**config.mk**
```make
export PLATFORM = sky130hd
export DESIGN_NAME = ooc_top
export DESIGN_NICKNAME = d
export VERILOG_FILES = /design/src/ooc_pkg.sv /design/src/ooc_cmp_if.sv /design/src/ooc_top.sv /design/src/ooc_sync.sv
export SDC_FILE = /design/constraint.sdc
export NUM_CORES = 1
export LEC_CHECK = 0
export BUFFER_PORTS_ARGS = -buffer_cell sky130_fd_sc_hd__buf_2
export CORE_MARGIN = 2
export CORE_UTILIZATION = 45
export CTS_BUF_LIST = sky130_fd_sc_hd__clkbuf_16
export DETAILED_ROUTE_END_ITERATION = 16
export GPL_TIMING_DRIVEN = 0
export PLACE_DENSITY = 0.6
export SKIP_LAST_GASP = 1
export SLEW_MARGIN = 5
export SYNTH_ARGS = -nofsm -noshare
export SYNTH_HDL_FRONTEND = slang
export SYNTH_SLANG_ARGS = --single-unit
```
**constraint.sdc**
```tcl
create_clock -name i_clock -period 8.8 [get_ports i_clock]
set_input_delay 1.32 -clock i_clock [delete_from_list [all_inputs] [get_ports i_clock]]
set_output_delay 1.32 -clock i_clock [all_outputs]
set_load 0.03 [all_outputs]
```
**src/ooc_pkg.sv**
```systemverilog
// Constants and types for the on/off flyback cycle controller.
// Assumes a single 20 MHz clock and comparator levels from analog sense circuits.
package ooc_pkg;
  localparam int unsigned CLK_PERIOD_NS = 50;
  // Oscillator period in ns; the value is a plain default.
  localparam int unsigned OSC_PERIOD_NS = 10000;
  localparam int unsigned OSC_CYC = OSC_PERIOD_NS / CLK_PERIOD_NS;
  // Maximum duty in percent; the value is a plain default.
  localparam int unsigned MAX_DUTY_PCT = 65;
  localparam int unsigned MAX_ON_CYC = (OSC_CYC * MAX_DUTY_PCT) / 100;
  localparam int unsigned CNT_W = 8;
  localparam logic [CNT_W-1:0] CNT_ZERO = 8'h00;
  localparam logic [CNT_W-1:0] CNT_LAST = CNT_W'(OSC_CYC - 1);
  localparam logic [CNT_W-1:0] CNT_ON_LAST = CNT_W'(MAX_ON_CYC - 1);
  localparam int unsigned HIST_W = 8;
  localparam logic [HIST_W-1:0] HIST_RST = 8'hff;
  localparam logic [3:0] FIRE_HI = 4'h7;
  localparam logic [3:0] FIRE_MID = 4'h5;
  localparam logic [3:0] FIRE_LO = 4'h3;
  // Positions of the comparator levels in the synchronised vector.
  localparam int unsigned CMP_FB = 0;
  localparam int unsigned CMP_ILIM = 1;
  localparam int unsigned CMP_SRTH = 2;
  localparam int unsigned CMP_CCS = 3;
  localparam int unsigned CMP_SURGE = 4;
  localparam int unsigned CMP_WIND = 5;
  localparam int unsigned CMP_VLOW = 6;
  localparam int unsigned CMP_N = 7;
  localparam logic [CMP_N-1:0] CMP_RST = 7'h00;
  // Current limit selector codes driven to the analog limit reference.
  localparam logic [1:0] ILIM_CODE0 = 2'h0;
  localparam logic [1:0] ILIM_CODE1 = 2'h1;
  localparam logic [1:0] ILIM_CODE2 = 2'h2;
  localparam logic [1:0] ILIM_CODE3 = 2'h3;
  typedef enum logic [3:0] {
    OOC_LIM0 = 4'h1,
    OOC_LIM1 = 4'h2,
    OOC_LIM2 = 4'h4,
    OOC_LIM3 = 4'h8
  } ooc_lim_t;
endpackage

```
**src/ooc_cmp_if.sv**
```systemverilog
// Interface carrying raw and synchronised comparator levels.
// Assumes both ends run on the controller clock.
`timescale 1ns/1ps
interface ooc_cmp_if;
  logic [ooc_pkg::CMP_N-1:0] raw;
  logic [ooc_pkg::CMP_N-1:0] sync;
  modport syncer (input raw, output sync);
  modport user (output raw, input sync);
endinterface

```
**src/ooc_top.sv**
```systemverilog
// On/off cycle controller for a flyback converter: main switch, limit
// selection and synchronous rectifier drive.
// Assumes comparator levels from analog sense circuits and a 20 MHz clock.
// Notes on behaviour
// - An enabled period turns the main gate on at its start.
// - Gate turns off at current limit or maximum duty, whichever first.
// - Oscillator runs always; feedback sampled each period to fire or skip.
// - A started cycle always completes; later feedback cannot cut it short.
// - A state machine picks the current limit from recent fire/skip history.
// - Many fires select the highest limit; fewer fires step limits down.
// - Exactly four limit states, each with its own current limit.
// - In continuous conduction rectifier turns off at next request, on the same edge the main gate turns on.
// - In discontinuous conduction rectifier turns off at the threshold comparator.
// - Rectifier turns on from the winding sense input.
// - Low output in current mode forces auto-restart until load drops.
// - Above current threshold, pulse requests are cut to hold current fixed.
// - Below current threshold, feedback comparator decides pulse requests.
// - Voltage mode requests cycles to hold feedback at reference.
// - Rectifier and main switch never conduct together.
// - Rectifier enabled only after a requested cycle and winding falling edge.
// - Current surge keeps rectifier drive off until it subsides.
`timescale 1ns/1ps
module ooc_top (
  input wire logic i_clock,
  input wire logic i_rst_n,
  input wire logic i_fb_below_ref,
  input wire logic i_ilim_reached,
  input wire logic i_rectifier_off_threshold,
  input wire logic i_cc_sense_threshold,
  input wire logic i_cc_surge,
  input wire logic i_winding_high,
  input wire logic i_vout_low,
  output logic o_main_gate,
  output logic o_sync_rectifier_gate,
  output logic [1:0] o_ilim_sel,
  output logic o_cc_mode,
  output logic o_auto_restart
);
  typedef struct packed {
    logic [ooc_pkg::CNT_W-1:0] cnt;
    logic [ooc_pkg::HIST_W-1:0] hist;
    ooc_pkg::ooc_lim_t lim;
    logic [1:0] ilim_sel;
    logic gate;
    logic sr;
    logic fired;
    logic armed;
    logic wind_d;
    logic ar;
    logic cc;
  } ooc_st_t;

  localparam ooc_st_t ST_RST = '{
    cnt: ooc_pkg::CNT_ZERO,
    hist: ooc_pkg::HIST_RST,
    lim: ooc_pkg::OOC_LIM3,
    ilim_sel: ooc_pkg::ILIM_CODE3,
    gate: 1'b0,
    sr: 1'b0,
    fired: 1'b0,
    armed: 1'b0,
    wind_d: 1'b0,
    ar: 1'b0,
    cc: 1'b0
  };

  ooc_st_t st_reg;
  ooc_st_t st_next;
  ooc_cmp_if cmp ();

  logic fb_s;
  logic ilim_s;
  logic srth_s;
  logic ccs_s;
  logic surge_s;
  logic wind_s;
  logic vlow_s;
  logic period_end;
  logic req;
  logic wind_fall;
  logic [3:0] fires;

  assign cmp.raw = {i_vout_low, i_winding_high, i_cc_surge, i_cc_sense_threshold,
                    i_rectifier_off_threshold, i_ilim_reached, i_fb_below_ref};

  ooc_sync u_sync (
    .i_clock(i_clock),
    .i_rst_n(i_rst_n),
    .cmp(cmp.syncer)
  );

  assign fb_s = cmp.sync[ooc_pkg::CMP_FB];
  assign ilim_s = cmp.sync[ooc_pkg::CMP_ILIM];
  assign srth_s = cmp.sync[ooc_pkg::CMP_SRTH];
  assign ccs_s = cmp.sync[ooc_pkg::CMP_CCS];
  assign surge_s = cmp.sync[ooc_pkg::CMP_SURGE];
  assign wind_s = cmp.sync[ooc_pkg::CMP_WIND];
  assign vlow_s = cmp.sync[ooc_pkg::CMP_VLOW];

  assign period_end = (st_reg.cnt == ooc_pkg::CNT_LAST);

  assign req = fb_s && !ccs_s && !st_reg.ar;

  assign wind_fall = st_reg.wind_d && !wind_s;

  always_comb
  begin
    st_next = st_reg;
    fires = 4'h0;
    st_next.wind_d = wind_s;
    st_next.cc = ccs_s;
    if (ccs_s && vlow_s)
    begin
      st_next.ar = 1'b1;
    end
    else if (!ccs_s)
    begin
      st_next.ar = 1'b0;
    end
    if (period_end)
    begin
      st_next.cnt = ooc_pkg::CNT_ZERO;
      st_next.hist = {st_reg.hist[ooc_pkg::HIST_W-2:0], req};
      st_next.fired = req;
      st_next.armed = 1'b0;
      st_next.gate = req;
      fires = 4'($countones(st_next.hist));
      if (fires >= ooc_pkg::FIRE_HI)
      begin
        st_next.lim = ooc_pkg::OOC_LIM3;
      end
      else if (fires >= ooc_pkg::FIRE_MID)
      begin
        st_next.lim = ooc_pkg::OOC_LIM2;
      end
      else if (fires >= ooc_pkg::FIRE_LO)
      begin
        st_next.lim = ooc_pkg::OOC_LIM1;
      end
      else
      begin
        st_next.lim = ooc_pkg::OOC_LIM0;
      end
    end
    else
    begin
      st_next.cnt = st_reg.cnt + 8'h01;
      if (st_reg.gate && (ilim_s || st_reg.cnt == ooc_pkg::CNT_ON_LAST))
      begin
        st_next.gate = 1'b0;
        st_next.armed = st_reg.fired;
      end
    end
    case (st_next.lim)
      ooc_pkg::OOC_LIM0: st_next.ilim_sel = ooc_pkg::ILIM_CODE0;
      ooc_pkg::OOC_LIM1: st_next.ilim_sel = ooc_pkg::ILIM_CODE1;
      ooc_pkg::OOC_LIM2: st_next.ilim_sel = ooc_pkg::ILIM_CODE2;
      default: st_next.ilim_sel = ooc_pkg::ILIM_CODE3;
    endcase
    if (st_reg.armed && wind_fall && !surge_s && !st_reg.gate)
    begin
      st_next.sr = 1'b1;
      st_next.armed = 1'b0;
    end
    if (srth_s)
    begin
      st_next.sr = 1'b0;
    end
    if (period_end && req)
    begin
      st_next.sr = 1'b0;
    end
    if (surge_s)
    begin
      st_next.sr = 1'b0;
      st_next.armed = 1'b0;
    end
    if (st_next.gate)
    begin
      st_next.sr = 1'b0;
    end
  end

  always_ff @(posedge i_clock)
  begin
    if (!i_rst_n)
    begin
      st_reg <= ST_RST;
    end
    else
    begin
      st_reg <= st_next;
    end
  end

  assign o_main_gate = st_reg.gate;
  assign o_sync_rectifier_gate = st_reg.sr;
  assign o_ilim_sel = st_reg.ilim_sel;
  assign o_cc_mode = st_reg.cc;
  assign o_auto_restart = st_reg.ar;
endmodule

```
**src/ooc_sync.sv**
```systemverilog
// Two-stage synchroniser for the comparator levels.
// Assumes the levels change freely with respect to the clock.
`timescale 1ns/1ps
module ooc_sync (
  input wire logic i_clock,
  input wire logic i_rst_n,
  ooc_cmp_if.syncer cmp
);
  typedef struct packed {
    logic [ooc_pkg::CMP_N-1:0] s1;
    logic [ooc_pkg::CMP_N-1:0] s2;
  } ooc_sync_st_t;

  ooc_sync_st_t st_reg;
  ooc_sync_st_t st_next;

  always_comb
  begin
    st_next = st_reg;
    st_next.s1 = cmp.raw;
    st_next.s2 = st_reg.s1;
  end

  always_ff @(posedge i_clock)
  begin
    if (!i_rst_n)
    begin
      st_reg <= '{ooc_pkg::CMP_RST, ooc_pkg::CMP_RST};
    end
    else
    begin
      st_reg <= st_next;
    end
  end

  assign cmp.sync = st_reg.s2;
endmodule

```
---- Word-level counts from Yosys, hierarchy flattened ----
Cells that the tools add are included.
W data, S select, Z words.
cells by class
  $add $sub $neg .......................... 8
  order comparisons ....................... 3
  equal/unequal tests ..................... 6
  muxes and demuxes ....................... 9
  bitwise logic cells ..................... 1
  reduce and logical (&&, ||, !) cells .... 18
operators by type and width
  operator               count
  $eq A8 B8 Y1 const B   2
  $logic_and A1 B1 Y1    9
  $add A1 B1 Y2          4
  $add A8 B1 Y8 const B  1
  $ge A4 B3 Y1 const B   2
  $mux W4                2
  $add A2 B2 Y3          2
  $pmux W2 S3            1
  $logic_not A1 Y1       5
  $reduce_or A5 Y1       1
  $add A3 B3 Y4          1
  $eq A4 B1 Y1 const B   1
  $eq A4 B2 Y1 const B   1
  $eq A4 B3 Y1 const B   1
  $ge A4 B2 Y1 const B   1
  $mux W1                4
  $reduce_or A4 Y1       1
  $mux W3                1
  $mux W2                1
  $ne A2 B2 Y1 const B   1
  $reduce_or A2 Y1       1
  $logic_or A1 B1 Y1     1
  $not A1 Y1             1
storage, ports and cells
  register bits after elaboration ......... 42
  input bits .............................. 9
  output and inout port bits .............. 6
  logic and storage cells ................. 58

---- Longest topological paths before layout ----
Gate-level depths: netlist (run 1).
  word-level depth ........................ 13
  mapped depth ............................ 12
  mapped depth without buffers ............ 12

---- Cells and area by module ----
Synthesis (run 1) repeated with hierarchy kept, for this count alone.
second synthesis, totals
  cells, all modules ...................... 174
  area, all modules ....................... 1749.2 um2
by module, submodules not included
  module    times used  cells each  area an instance (um2)
  ooc_top   1           145         1357.6
  ooc_sync  1           29          391.6

---- Least setup slack after synthesis (run 1) ----
OpenSTA, ideal clock, no wires.
  path kind ............................... flip-flop to flip-flop
  start ................................... reg st_reg[13] (netlist name)
  end ..................................... reg st_reg, in the netlist o_ilim_sel[0]
  setup time .............................. 0.136 ns
  arrival ................................. 3.325 ns
  path slack .............................. 5.339 ns
  cell stages (with the launch flop) ...... 13
  path buffers ............................ 0
  clock period less this slack ............ 3.461 ns
  cell sequence ........................... dfxtp_1 > inv_1 > fa_1 > fa_1 > fa_1 > inv_1 > ha_1 > fa_1 > xor2_1 > a32oi_1 > a31oi_1 > xor2_1 > nand3_1
on the way
  cells in the longest elaborated chain, start to end .. 10
  elaborated cells on any way between the ends .. 14
  classes of those cells .................. add/sub (3); order compare (3); eq/ne (3); mux (5)
ends and longest elaborated chain
  element                                  RTL line        text
  start: declaration                       ooc_top.sv:67   ooc_st_t st_reg;
  start signal: assignment                 ooc_top.sv:192  st_reg <= st_next;
  $add A1 B1 Y2 (not written as such) (*)  ooc_top.sv:127  fires = 4'($countones(st_next.hist));
  $add A2 B2 Y3 (not written as such) (*)  ooc_top.sv:127
  $add A3 B3 Y4 (not written as such) (*)  ooc_top.sv:127
  $ge A4 B2 Y1                             ooc_top.sv:136  else if (fires >= ooc_pkg::FIRE_LO)
  $mux W2                                  ooc_top.sv:136
  $mux W3                                  ooc_top.sv:132  else if (fires >= ooc_pkg::FIRE_MID)
  $mux W4 (*)                              ooc_top.sv:128  if (fires >= ooc_pkg::FIRE_HI)
  $mux W4 (*)                              ooc_top.sv:120  if (period_end)
  $eq A4 B3 Y1 (tied with other cells)     ooc_top.sv:154  case (st_next.lim)
  $pmux W2 S3 (*)                          ooc_top.sv:154
Every way passes the cells marked *; elsewhere a longest branch is shown, timed or not.
A chain may end at the register's enable or synchronous reset.

---- Worst setup path in the final report (run 1) ----
Same ends and word-level chain as after synthesis.

==> results by group, run 1 <==
Outcome
  • Status: finished, final reports clean

Place
  • Final HPWL DP: between 2000 and 2500 µm
  • Placed cell count: about 230
  • Routability Congestion: around 0.79
  • Setup WS pre-CTS: around 5.1 ns
  • IO Port Bufs: 14

Critical path
  • CP Data Required Time: slightly below 9 ns
  • Worst R2R End: o_ilim_sel[0]$_SDFF_PN1_
  • Crit Path Category: reg -> reg
  • Critical path endpoint category: flip-flop
  • R2r setup slk: 5.11 ns
  • Cells on worst reg2reg path: 12
  • Critical Path AT: about 3.8 ns
  • Crit path max fanout: 5
  • Setup crit start kind: flip-flop
  • Worst R2R Start: st_reg[13]$_SDFFE_PN1N_

Yosys
  • Syn. warnings: 0
  • Syn Nets: approximately 190
  • Post-synthesis cell count: roughly 170
  • Library cells used by synthesis: 39
  • Post-synth EDFFs: 0
  • Post-Syn Area per Cell: around 10 µm²
  • Post-Syn Area: between 0.0015 and 0.002 mm²
  • Top FF cell, synth: dfxtp_1
  • Flops & latches, synth: 42
  • Seq/Total Area, Yosys: 0.491
  • Async SR Flop Fraction: 0

Floorplanning
  • Die X-Extent: between 60 and 70 µm
  • FP Rows: 22
  • IO Count: 15
  • Starting Density: 0.468
  • Die Y-Extent: approximately 66 µm
  • Die area: about 0.0043 mm²
  • Core Region: 0.00366 mm²

Timing
  • Worst slew margin: 0.708
  • RSZ-0062 raised after global routing: false
  • Clk_skew: about 0.0023 ns
  • Fmax: ~270 MHz
  • Final period util: 0.420
  • Hold Fails Final Rpt: 0
  • Hold_ws: approximately 0.43 ns
  • Setup TNS: 0 ns
  • Final setup viols: 0
  • Setup slack after layout: just over 5 ns
  • Tmin final: 3.69 ns
  • Fin. max-slew vios: 0
  • Measured slew at the worst slew-check pin: approximately 0.44 ns

Cells and area
  • Layout cells sized above 1: 0.157
  • Post-Layout Cell Count: about 240
  • Nets: 208
  • Diode count: 0
  • Most common cell after layout, fill and taps aside: dfxtp_1
  • Number of flip-flops under the largest register name: 22
  • Layout Area Growth over Synthesis: 17.5%
  • Commonest cells after routing, fill and taps aside: dfxtp_1, and2_1, buf_2, nand2_1, inv_1

Clocking
  • Clk sinks: 42
  • Num CTS Buffers: 5
  • H-tree lvl count: 2
  • CTS resizes: 0
  • Clock transition time at the flip-flop clock pins of the worst setup and hold paths: around 0.060 ns
  • Setup bufs post-CTS: 0
  • Root buf cell: clkbuf_16
  • TritonCTS clock tree: done
  • Worst-skew pair later-pin latency: between 0.2 and 0.3 ns
  • Hold-fix buffers, CTS: 0
  • Max clock buf depth: 2

Power and ir drop
  • Internal Pwr Total: 0.000335 W
  • Clock Power Share: 0.491
  • Gate power share: 0.034
  • Switching power share of the total: 0.194
  • Power Density: just over 200 mW/mm²
  • Peak supply drop: roughly 160 µV
  • Reg power frac: 0.475
  • Net switching power of the design: 0.0000805 W
  • Total power draw: 0.000415 W
  • Leak: between 0.8 and 0.9 nW

Drt
  • DRT antenna net count: 0
  • Vias per inst: roughly 4.8
  • Per-cell routed wire length: around 12 µm
  • TritonRoute pass-1 iters: 4
  • Iter 0 DRT Violations: 21
  • Residual DRC count: 0
  • Post-Route WL: between 2000 and 3000 µm
  • Via count: 1159

Min path
  • Hold Crit Class: reg -> reg
  • Hold_sp: u_sync.st_next[1]$_SDFF_PN0_
  • Hold path depth: 1
  • Worst Hold End: u_sync.cmp.sync[1]$_SDFF_PN0_

GRT
  • GRT overflow: 0
  • Initial antenna violation count: 0
  • First-pass GRT wire length: ~5000 µm
  • Vias in the first global route: between 1000 and 1500
  • Total track usage: 0.148
  • Pin count of the biggest net entering global routing: 15

Flow run
  • Max-cap violations: 0
-- per-layer routing --
| layer | track usage | routed length (µm) | up-vias |
|---|---|---|---|
| met3 | 0.0411 | 90 | 2 |
| met1 | 0.180 | 1350 | 538 |
| met4 | 0.0469 | 17 | 0 |
| met5 | 0 | 0 | - |
| met2 | 0.253 | 1300 | 17 |
| li1 | - | - | 602 |
-- per-stage QoR --
stage | util | cell area, µm²
after floorplan | - | 1710
after global placement | 0.503 | 1840
after detailed placement | 0.503 | 1840
after CTS | 0.550 | 2010
after global routing | 0.550 | 2010
final | 0.550 | 2010
-- cell usage after synthesis (all sizes together) (2+ instances only) --
master,n,share of area
dfxtp,42,0.49
and2,19,0.071
nand2,14,0.031
inv,11,0.024
nor2,9,0.020
xor2,8,0.041
o211ai,7,0.031
nand3,6,0.018
ha,5,0.037
buf,4,0.016
fa,4,0.047
nor2b,4,0.015
a21boi,3,0.013
and3,3,0.011
clkbuf,3,0.0066
o21ai,3,0.011
mux2i,2,0.012
nand3b,2,0.0088
nor3b,2,0.0088
o21a,2,0.0088
-- layout make-up --
type | count | area (µm²)
Buffer | 7 | 38.8
Clock buffer | 5 | 125
Clock inverter | 3 | 45.0
Fill cell | 336 | 1650
Inverter | 11 | 41.3
Multi-Input combinational cell | 109 | 792
Sequential cell | 42 | 841
Tap cell | 48 | 60.1
Timing Repair Buffer | 14 | 70.1
-- power groups by stage --
stage / clock (W) / sequential, W / combinational (W)
after floorplan: 0 / 0.000201 / 0.00000934
after global placement: 0 / 0.000201 / 0.0000137
after detailed placement: 0 / 0.000201 / 0.0000143
after CTS: 0.000208 / 0.000197 / 0.0000144
after global routing: 0.000214 / 0.000198 / 0.0000160
final: 0.000204 / 0.000197 / 0.0000141
-- worst max path at each step --
stage,start,to,slack [ns]
after floorplan,st_reg[13]$_SDFFE_PN1N_,o_ilim_sel[0]$_SDFF_PN1_,5.34
after global placement,st_reg[13]$_SDFFE_PN1N_,o_ilim_sel[0]$_SDFF_PN1_,5.17
after detailed placement,st_reg[13]$_SDFFE_PN1N_,o_ilim_sel[0]$_SDFF_PN1_,5.08
after CTS,st_reg[13]$_SDFFE_PN1N_,o_ilim_sel[0]$_SDFF_PN1_,5.08
after global routing,st_reg[13]$_SDFFE_PN1N_,o_ilim_sel[0]$_SDFF_PN1_,4.83
final,st_reg[13]$_SDFFE_PN1N_,o_ilim_sel[0]$_SDFF_PN1_,5.11
-- critical path, cell delays in order, from the launching register on --
cell and delay, ns:
dfxtp_1 0.32, inv_1 0.07, fa_1 0.56, fa_1 0.43, fa_1 0.49, inv_1 0.04
ha_1 0.20, fa_1 0.39, xor2_1 0.31, a32oi_1 0.21, a31oi_1 0.28, xor2_1 0.17
nand3_1 0.09
-- cell families after synthesis --
group | count (synthesis) | share of synthesized area
xor gates and xnor gates | 9 | 0.0460
buffers and inverters | 18 | 0.0467
and+or+nand+nor | 65 | 0.215
muxes | 2 | 0.0117
adders and majority gates | 9 | 0.0833
DFF | 42 | 0.491
AOI/OAI and AO/OA | 24 | 0.107
Note: power is estimated with default switching activity, not from simulation.
==> inputs of run 2 (changes only) <==
ABC_AREA = 1   (was default)
clock period = 3.4 ns   (was 8.8 ns; I/O delays follow)
==> run 2 against run 1 <==
Effect of this change:
- the flow now finishes with violations (negative setup slack)
- non-clock buffer count rose by 2
- clock skew barely moved
- sequential power rose to 2.6 times the previous value
- design area rose by 13%
- largest power group unchanged
- count of clock-buffer cells in the layout did not move
- synthesized cell count rose by 41%
- sequential share of layout area fell by 4.8 points
- routed wire length rose by 15%
- sequential cell count did not move
==> results by group, run 2 <==
GRT
  • Initial antenna violation count: 0
  • First-pass GRT wire length: roughly 5100 µm
  • Total track usage: 0.153
  • Vias in the first global route: 1225
  • Pin count of the biggest net entering global routing: 15
  • GRT overflow: 0

Cells and area
  • Nets: 280
  • Number of flip-flops under the largest register name: 22
  • Most common cell after layout, fill and taps aside: nand2_1
  • Layout cells sized above 1: 0.228
  • Layout Area Growth over Synthesis: 23.0%
  • Commonest cells after routing, fill and taps aside: nand2_1, inv_1, dfxtp_1, nor2_1, buf_2
  • Diode count: 0

Drt
  • Via count: between 1000 and 1500
  • Residual DRC count: 0
  • Iter 0 DRT Violations: 35
  • Per-cell routed wire length: 10.1 µm
  • Vias per inst: between 4 and 5
  • TritonRoute pass-1 iters: 4
  • DRT antenna net count: 0
  • Post-Route WL: ~3200 µm

Power and ir drop
  • Power Density: between 400 and 500 mW/mm²
  • Peak supply drop: between 200 and 300 µV
  • Leak: about 1.1 nW
  • Total power draw: 0.00109 W

Critical path
  • Crit path max fanout: 3
  • Cell depth of the worst setup path: 14
  • Worst R2R Start: st_reg[16]$_SDFFE_PN1N_
  • CP Data Required Time: between 3 and 4 ns
  • Top Family by Delay on Critical Path: adder cells
  • Most frequent CP cell: fa_1
  • Cells on worst reg2reg path: 14
  • Critical path endpoint category: flip-flop
  • R2r setup slk: -0.06 ns
  • Crit path cell chain: inv_2, fa_1, fa_1, fa_1, inv_2, ha_4, fa_2, or2_4, nand2_4, nand3_4, o21ai_1, nand3_2, nand3_1, nand2_1
  • Max incr delay on CP: 0.56 ns
  • Buf/Inv on CP: 2
  • Crit Path Category: reg -> reg
  • Setup crit start: st_reg[16]$_SDFFE_PN1N_
  • Critical Path AT: between 3 and 4 ns
  • Worst R2R End: o_ilim_sel[1]$_SDFF_PN1_
  • Slowest-stage cell, CP: fa_1
  • Critical Path Sink: o_ilim_sel[1]$_SDFF_PN1_
  • Setup crit start kind: flip-flop

Floorplanning
  • Die Y-Extent: slightly below 70 µm
  • Die X-Extent: 68.2 µm
  • Die area: between 0.004 and 0.005 mm²
  • IO Count: 15
  • Core Region: 0.00397 mm²
  • FP Rows: 23
  • Starting Density: 0.467

Timing
  • Final setup viols: 2
  • Setup slack after layout: -0.0624 ns
  • Clk_skew: between 0.002 and 0.0025 ns
  • Tmin final: around 3.5 ns
  • Measured slew at the worst slew-check pin: approximately 0.52 ns
  • Worst slew margin: 0.652
  • Final period util: 1.02
  • Fmax: 289 MHz
  • Fin. max-slew vios: 0
  • Hold Fails Final Rpt: 0
  • RSZ-0062 raised after global routing: true

Yosys
  • Top FF cell, synth: dfxtp_1
  • Post-synthesis cell count: 239
  • Post-Syn Area per Cell: between 7 and 8 µm²
  • Synth area leader: dfxtp_1
  • Library cells used by synthesis: 30
  • Async SR Flop Fraction: 0
  • Commonest cells post-synth: nand2_1, inv_1, dfxtp_1
  • Post-synth top area share: 0.454
  • Syn Nets: 257
  • Seq/Total Area, Yosys: 0.454
  • Flops & latches, synth: 42
  • Area contributors post-synth: dfxtp_1, nand2_1, inv_1, fa_1, nor2_1
  • Post-Syn Area: 0.00185 mm²
  • Post-synth EDFFs: 0
  • Most frequent cell after synthesis: nand2_1
  • Syn. warnings: 0

Clocking
  • TritonCTS clock tree: done
  • Num CTS Buffers: 5
  • Max clock buf depth: 2
  • H-tree lvl count: 2
  • Root buf cell: clkbuf_16
  • Clock transition time at the flip-flop clock pins of the worst setup and hold paths: roughly 0.060 ns
  • Worst-skew pair later-pin latency: about 0.28 ns
  • Clk sinks: 42
  • Hold-fix buffers, CTS: 0

Min path
  • Hold Crit Class: in -> reg
  • Hold_sp: i_fb_below_ref

Place
  • IO Port Bufs: 14
  • Setup WS pre-CTS: -0.146 ns
  • Routability Congestion: 0.774
  • Final HPWL DP: 2250 µm

Outcome
  • Status: complete, but fails checks
  • Violations in the final reports: negative setup slack

Flow run
  • Max-cap violations: 0
## run 2: cell count changes in the layout (fill, tap and decap cells not counted), moves of 5 or more
cell      delta
a21oi_1     +12
nand2_1     +32
nor2_4       +6
o211ai_1     -5
o21ai_0      +7
nor2_1       +8
nand2_2      +7
xor2_1       -8
and2_1      -18
inv_1       +31
## run 2: what timing repair did
action / 4_1_cts / 5_1_grt
endpoints found under the setup margin: 2 / 3
buffers inserted: 2 / 0
resized for setup: 21 / 8
pin swaps: 12 / 1
## run 2: layout make-up
class                           instances  area, µm²
Fill cell                             370       1690
Multi-Input combinational cell        144        905
Sequential cell                        42        842
Inverter                               46        173
Clock buffer                            5        125
Timing Repair Buffer                   16       85.1
Tap cell                               50       62.6
Clock inverter                          3       45.0
Buffer                                  7       41.3
## run 2: logic make-up (layout without fill, tap and decap cells)
family	count (synthesis)	in the layout	share of synthesized area
compound gates	28	28	0.0810
fa+ha+maj	9	9	0.0770
buf+inv	53	77	0.115
flops	42	42	0.454
simple gates	107	107	0.273
## run 2: metal layers
layer  track usage  part of all wire
met4        0.0725             0.023
met2         0.245              0.46
met1         0.184              0.48
met5             0                 0
met3        0.0526             0.036
## run 2: worst min path at each step
stage                                     to  slack, ns  depth (start not counted)
3_5_place_dp   u_sync.cmp.sync[1]$_SDFF_PN0_       0.40                          2
5_1_grt         u_sync.st_next[4]$_SDFF_PN0_       0.40                          3
3_3_place_gp   u_sync.cmp.sync[6]$_SDFF_PN0_       0.39                          2
6_report        u_sync.st_next[0]$_SDFF_PN0_       0.41                          3
4_1_cts         u_sync.st_next[6]$_SDFF_PN0_       0.40                          3
2_1_floorplan  u_sync.cmp.sync[0]$_SDFF_PN0_       0.39                          2
## run 2: report_power, final
part           leakage, nW  switching, W  internal (W)
Clock               0.0760      0.000185      0.000346
Combinational        0.665     0.0000291     0.0000184
Sequential           0.342    0.00000557      0.000504
Total                 1.08      0.000220      0.000868
## run 2: through the flow
stage	utilization	instance area, µm²	setup TNS (ns)	hold WS [ns]	std cells
floorplan	-	1860	0	0.390	239
global placement	0.501	1990	-0.139	0.392	303
detailed placement	0.501	1990	-0.254	0.395	303
CTS	0.565	2240	-0.0503	0.399	313
global route	0.574	2280	-0.428	0.403	313
finish	0.574	2280	-0.0633	0.408	313
## run 2: tightest hold or removal path, stage by stage
cell and delay [ns]:
buf_2 0.07, nand2_1 0.04, inv_1 0.04
==> inputs of run 3 (changes only) <==
ABC_AREA = default   (was 1)
GPL_ROUTABILITY_DRIVEN = 0   (was default)
==> run 3 against run 2 <==
Effect of this change:
- the run still ends with negative setup slack left
- count of clock-buffer cells in the layout unchanged
- global-route usage increased by 0.31 points
- clock skew increased by 0.00058 ns
- non-clock buffer count increased by 1
- core utilization decreased by 0.23 points
- worst setup slack improved by 0.0027 ns
- largest power group unchanged
- highest routed layer unchanged
==> results by group, run 3 (synthesis gave the netlist of run 1 again) <==
Cells and area
  • Fin util: 0.571
  • Diode count: 0
  • Layout cells sized above 1: 0.222
  • Reg area: between 800 and 900 µm²
  • Layout Area Growth over Synthesis: 22.1%
  • Number of flip-flops under the largest register name: 22
  • Commonest cells after routing, fill and taps aside: dfxtp_1, and2_1, buf_2, nand2_1, nor2_1
  • Fillers: between 300 and 400
  • Multi-input logic area: 847 µm²
  • Most common cell after layout, fill and taps aside: dfxtp_1
  • Nets: 211

Critical path
  • R2r setup slk: -0.06 ns
  • Worst R2R Start: st_reg[13]$_SDFFE_PN1N_
  • Critical Path AT: ~3.6 ns
  • Crit Path Category: reg -> reg
  • Cells on worst reg2reg path: 12
  • Setup crit start: st_reg[13]$_SDFFE_PN1N_
  • CP Data Required Time: between 3 and 4 ns
  • Setup crit start kind: flip-flop
  • Crit path max fanout: 5
  • Worst R2R End: o_ilim_sel[1]$_SDFF_PN1_
  • Critical path endpoint category: flip-flop
  • Slowest-stage cell, CP: fa_1
  • Most frequent CP cell: fa_1
  • Max incr delay on CP: between 0.5 and 0.6 ns
  • Crit path cell chain: inv_2, fa_1, fa_1, fa_1, inv_2, ha_4, fa_2, xor2_4, a32oi_2, and2_4, o21ai_2, or2_1

Clocking
  • Num CTS Buffers: 5
  • Max clock buf depth: 2
  • Root buf cell: clkbuf_16
  • Clock transition time at the flip-flop clock pins of the worst setup and hold paths: 0.06 ns
  • Clk sinks: 42
  • Worst-skew pair later-pin latency: between 0.2 and 0.3 ns
  • Hold-fix buffers, CTS: 0
  • TritonCTS clock tree: done
  • H-tree lvl count: 2

Floorplanning
  • Die Y-Extent: 65.7 µm
  • Die area: approximately 0.0043 mm²
  • Starting Density: 0.468
  • Die X-Extent: ~66 µm
  • Core Region: between 0.003 and 0.004 mm²
  • FP Rows: 22
  • IO Count: 15

GRT
  • Met2 Resource Use GR: 0.246
  • Total track usage: 0.156
  • First-pass GRT wire length: slightly above 5000 µm
  • Pin count of the biggest net entering global routing: 15
  • Met3 usage: 0.0462
  • Initial antenna violation count: 0
  • GRT overflow: 0
  • Gr busiest metal: met2
  • Met1 GRT Util: 0.197
  • Vias in the first global route: 1163

Outcome
  • Status: complete, but fails checks
  • Violations in the final reports: negative setup slack

Flow run
  • Max-cap violations: 0

Power and ir drop
  • Internal Pwr Total: 0.000869 W
  • Reg power frac: 0.473
  • Gate power share: 0.037
  • Peak supply drop: 492 µV
  • Clock Power Share: 0.490
  • Net switching power of the design: 0.000211 W
  • Switching power share of the total: 0.195
  • Power Density: slightly above 500 mW/mm²
  • Leak: just under 0.9 nW

Timing
  • Final period util: 1.02
  • RSZ-0062 raised after global routing: true
  • Fmax: 289 MHz
  • Clk_skew: around 0.0028 ns
  • Measured slew at the worst slew-check pin: between 0.4 and 0.5 ns
  • Hold Fails Final Rpt: 0
  • Tmin final: approximately 3.5 ns
  • Setup slack after layout: -0.0597 ns
  • Final setup viols: 2
  • Worst slew margin: 0.716
  • Fin. max-slew vios: 0

Min path
  • Hold path depth: 1
  • Hold Crit Class: reg -> reg
  • Worst Hold End: o_auto_restart$_SDFFE_PN0P_
  • Hold_sp: u_sync.cmp.sync[6]$_SDFF_PN0_

Drt
  • Residual DRC count: 0
  • Post-Route WL: 2880 µm
  • Iter 0 DRT Violations: 25
  • DRT antenna net count: 0
  • TritonRoute pass-1 iters: 4
  • Via count: between 1000 and 1500
  • Vias per inst: approximately 4.9
  • Per-cell routed wire length: approximately 12 µm

Place
  • IO Port Bufs: 14
  • Setup WS pre-CTS: -0.191 ns
  • Final HPWL DP: about 2100 µm
==> run 3: cell count changes in the layout (fill, tap and decap cells not counted), sizes merged, moves of 3 or more <==
cell	previous run	this run
nand2	57	14
a21boi	0	3
a21oi	13	1
and3	0	3
o211ai	2	7
nor2	24	9
inv	46	11
xor2	0	8
nand3	13	6
nor2b	0	4
and2	1	19
nand4	3	0
o21ai	11	3
==> run 3: how the worst max path moves through the flow <==
| stage | to | slack [ns] | cells after the start |
|---|---|---|---|
| after detailed placement | o_ilim_sel[0]$_SDFF_PN1_ | -0.19 | 12 |
| after CTS | o_ilim_sel[1]$_SDFF_PN1_ | -0.12 | 12 |
| after global placement | o_ilim_sel[1]$_SDFF_PN1_ | -0.15 | 12 |
| final | o_ilim_sel[1]$_SDFF_PN1_ | -0.06 | 12 |
| after global routing | o_ilim_sel[1]$_SDFF_PN1_ | -0.17 | 12 |
| after floorplan | o_ilim_sel[1]$_SDFF_PN1_ | 0.01 | 12 |
==> run 3: final cells by class <==
cell class,count,share of cell area
Multi-Input combinational cell,109,0.405
Tap cell,48,0.0287
Timing Repair Buffer,17,0.0443
Sequential cell,42,0.403
Buffer,7,0.0185
Clock buffer,5,0.0598
Inverter,11,0.0197
Clock inverter,3,0.0215
==> run 3: what timing repair did <==
action / in CTS / in global routing
setup buffers: 2 / 1
endpoints found under the hold margin: 0 / 0
pin swaps: 7 / 2
gates resized for setup: 5 / 5
endpoints found under the setup margin: 4 / 5
==> run 3: worst max-delay path, delay by kind of cell (launching register included) <==
family	cells	cell delay, ns
buffers and inverters	2	0.09
DFF	1	0.33
xor gates and xnor gates	1	0.18
AOI/OAI and AO/OA	2	0.31
adders and majority gates	5	2.01
and+or+nand+nor	2	0.41
==> run 3: power groups by stage <==
stage	logic, W	clock network [W]	registers [W]
global route	0.0000461	0.000561	0.000511
finish	0.0000404	0.000529	0.000510
floorplan	0.0000250	0	0.000520
detailed placement	0.0000374	0	0.000521
CTS	0.0000393	0.000540	0.000510
global placement	0.0000363	0	0.000520
==> run 3: metal layers <==
| metal | share of wire | up-vias |
|---|---|---|
| met5 | 0 | - |
| met4 | 0.019 | 0 |
| met3 | 0.039 | 6 |
| met2 | 0.45 | 21 |
| met1 | 0.49 | 552 |
| li1 | - | 609 |
==> run 3: metrics by stage <==
step	cell area (µm²)	setup TNS (ns)	total power (W)	hold WS (ns)	cells
after global placement	1860	-0.271	0.000557	0.411	231
final	2090	-0.0806	0.00108	0.428	242
after floorplan	1730	0	0.000545	0.405	169
after CTS	2070	-0.186	0.00109	0.429	241
after detailed placement	1860	-0.394	0.000558	0.419	231
after global routing	2090	-0.392	0.00112	0.432	242
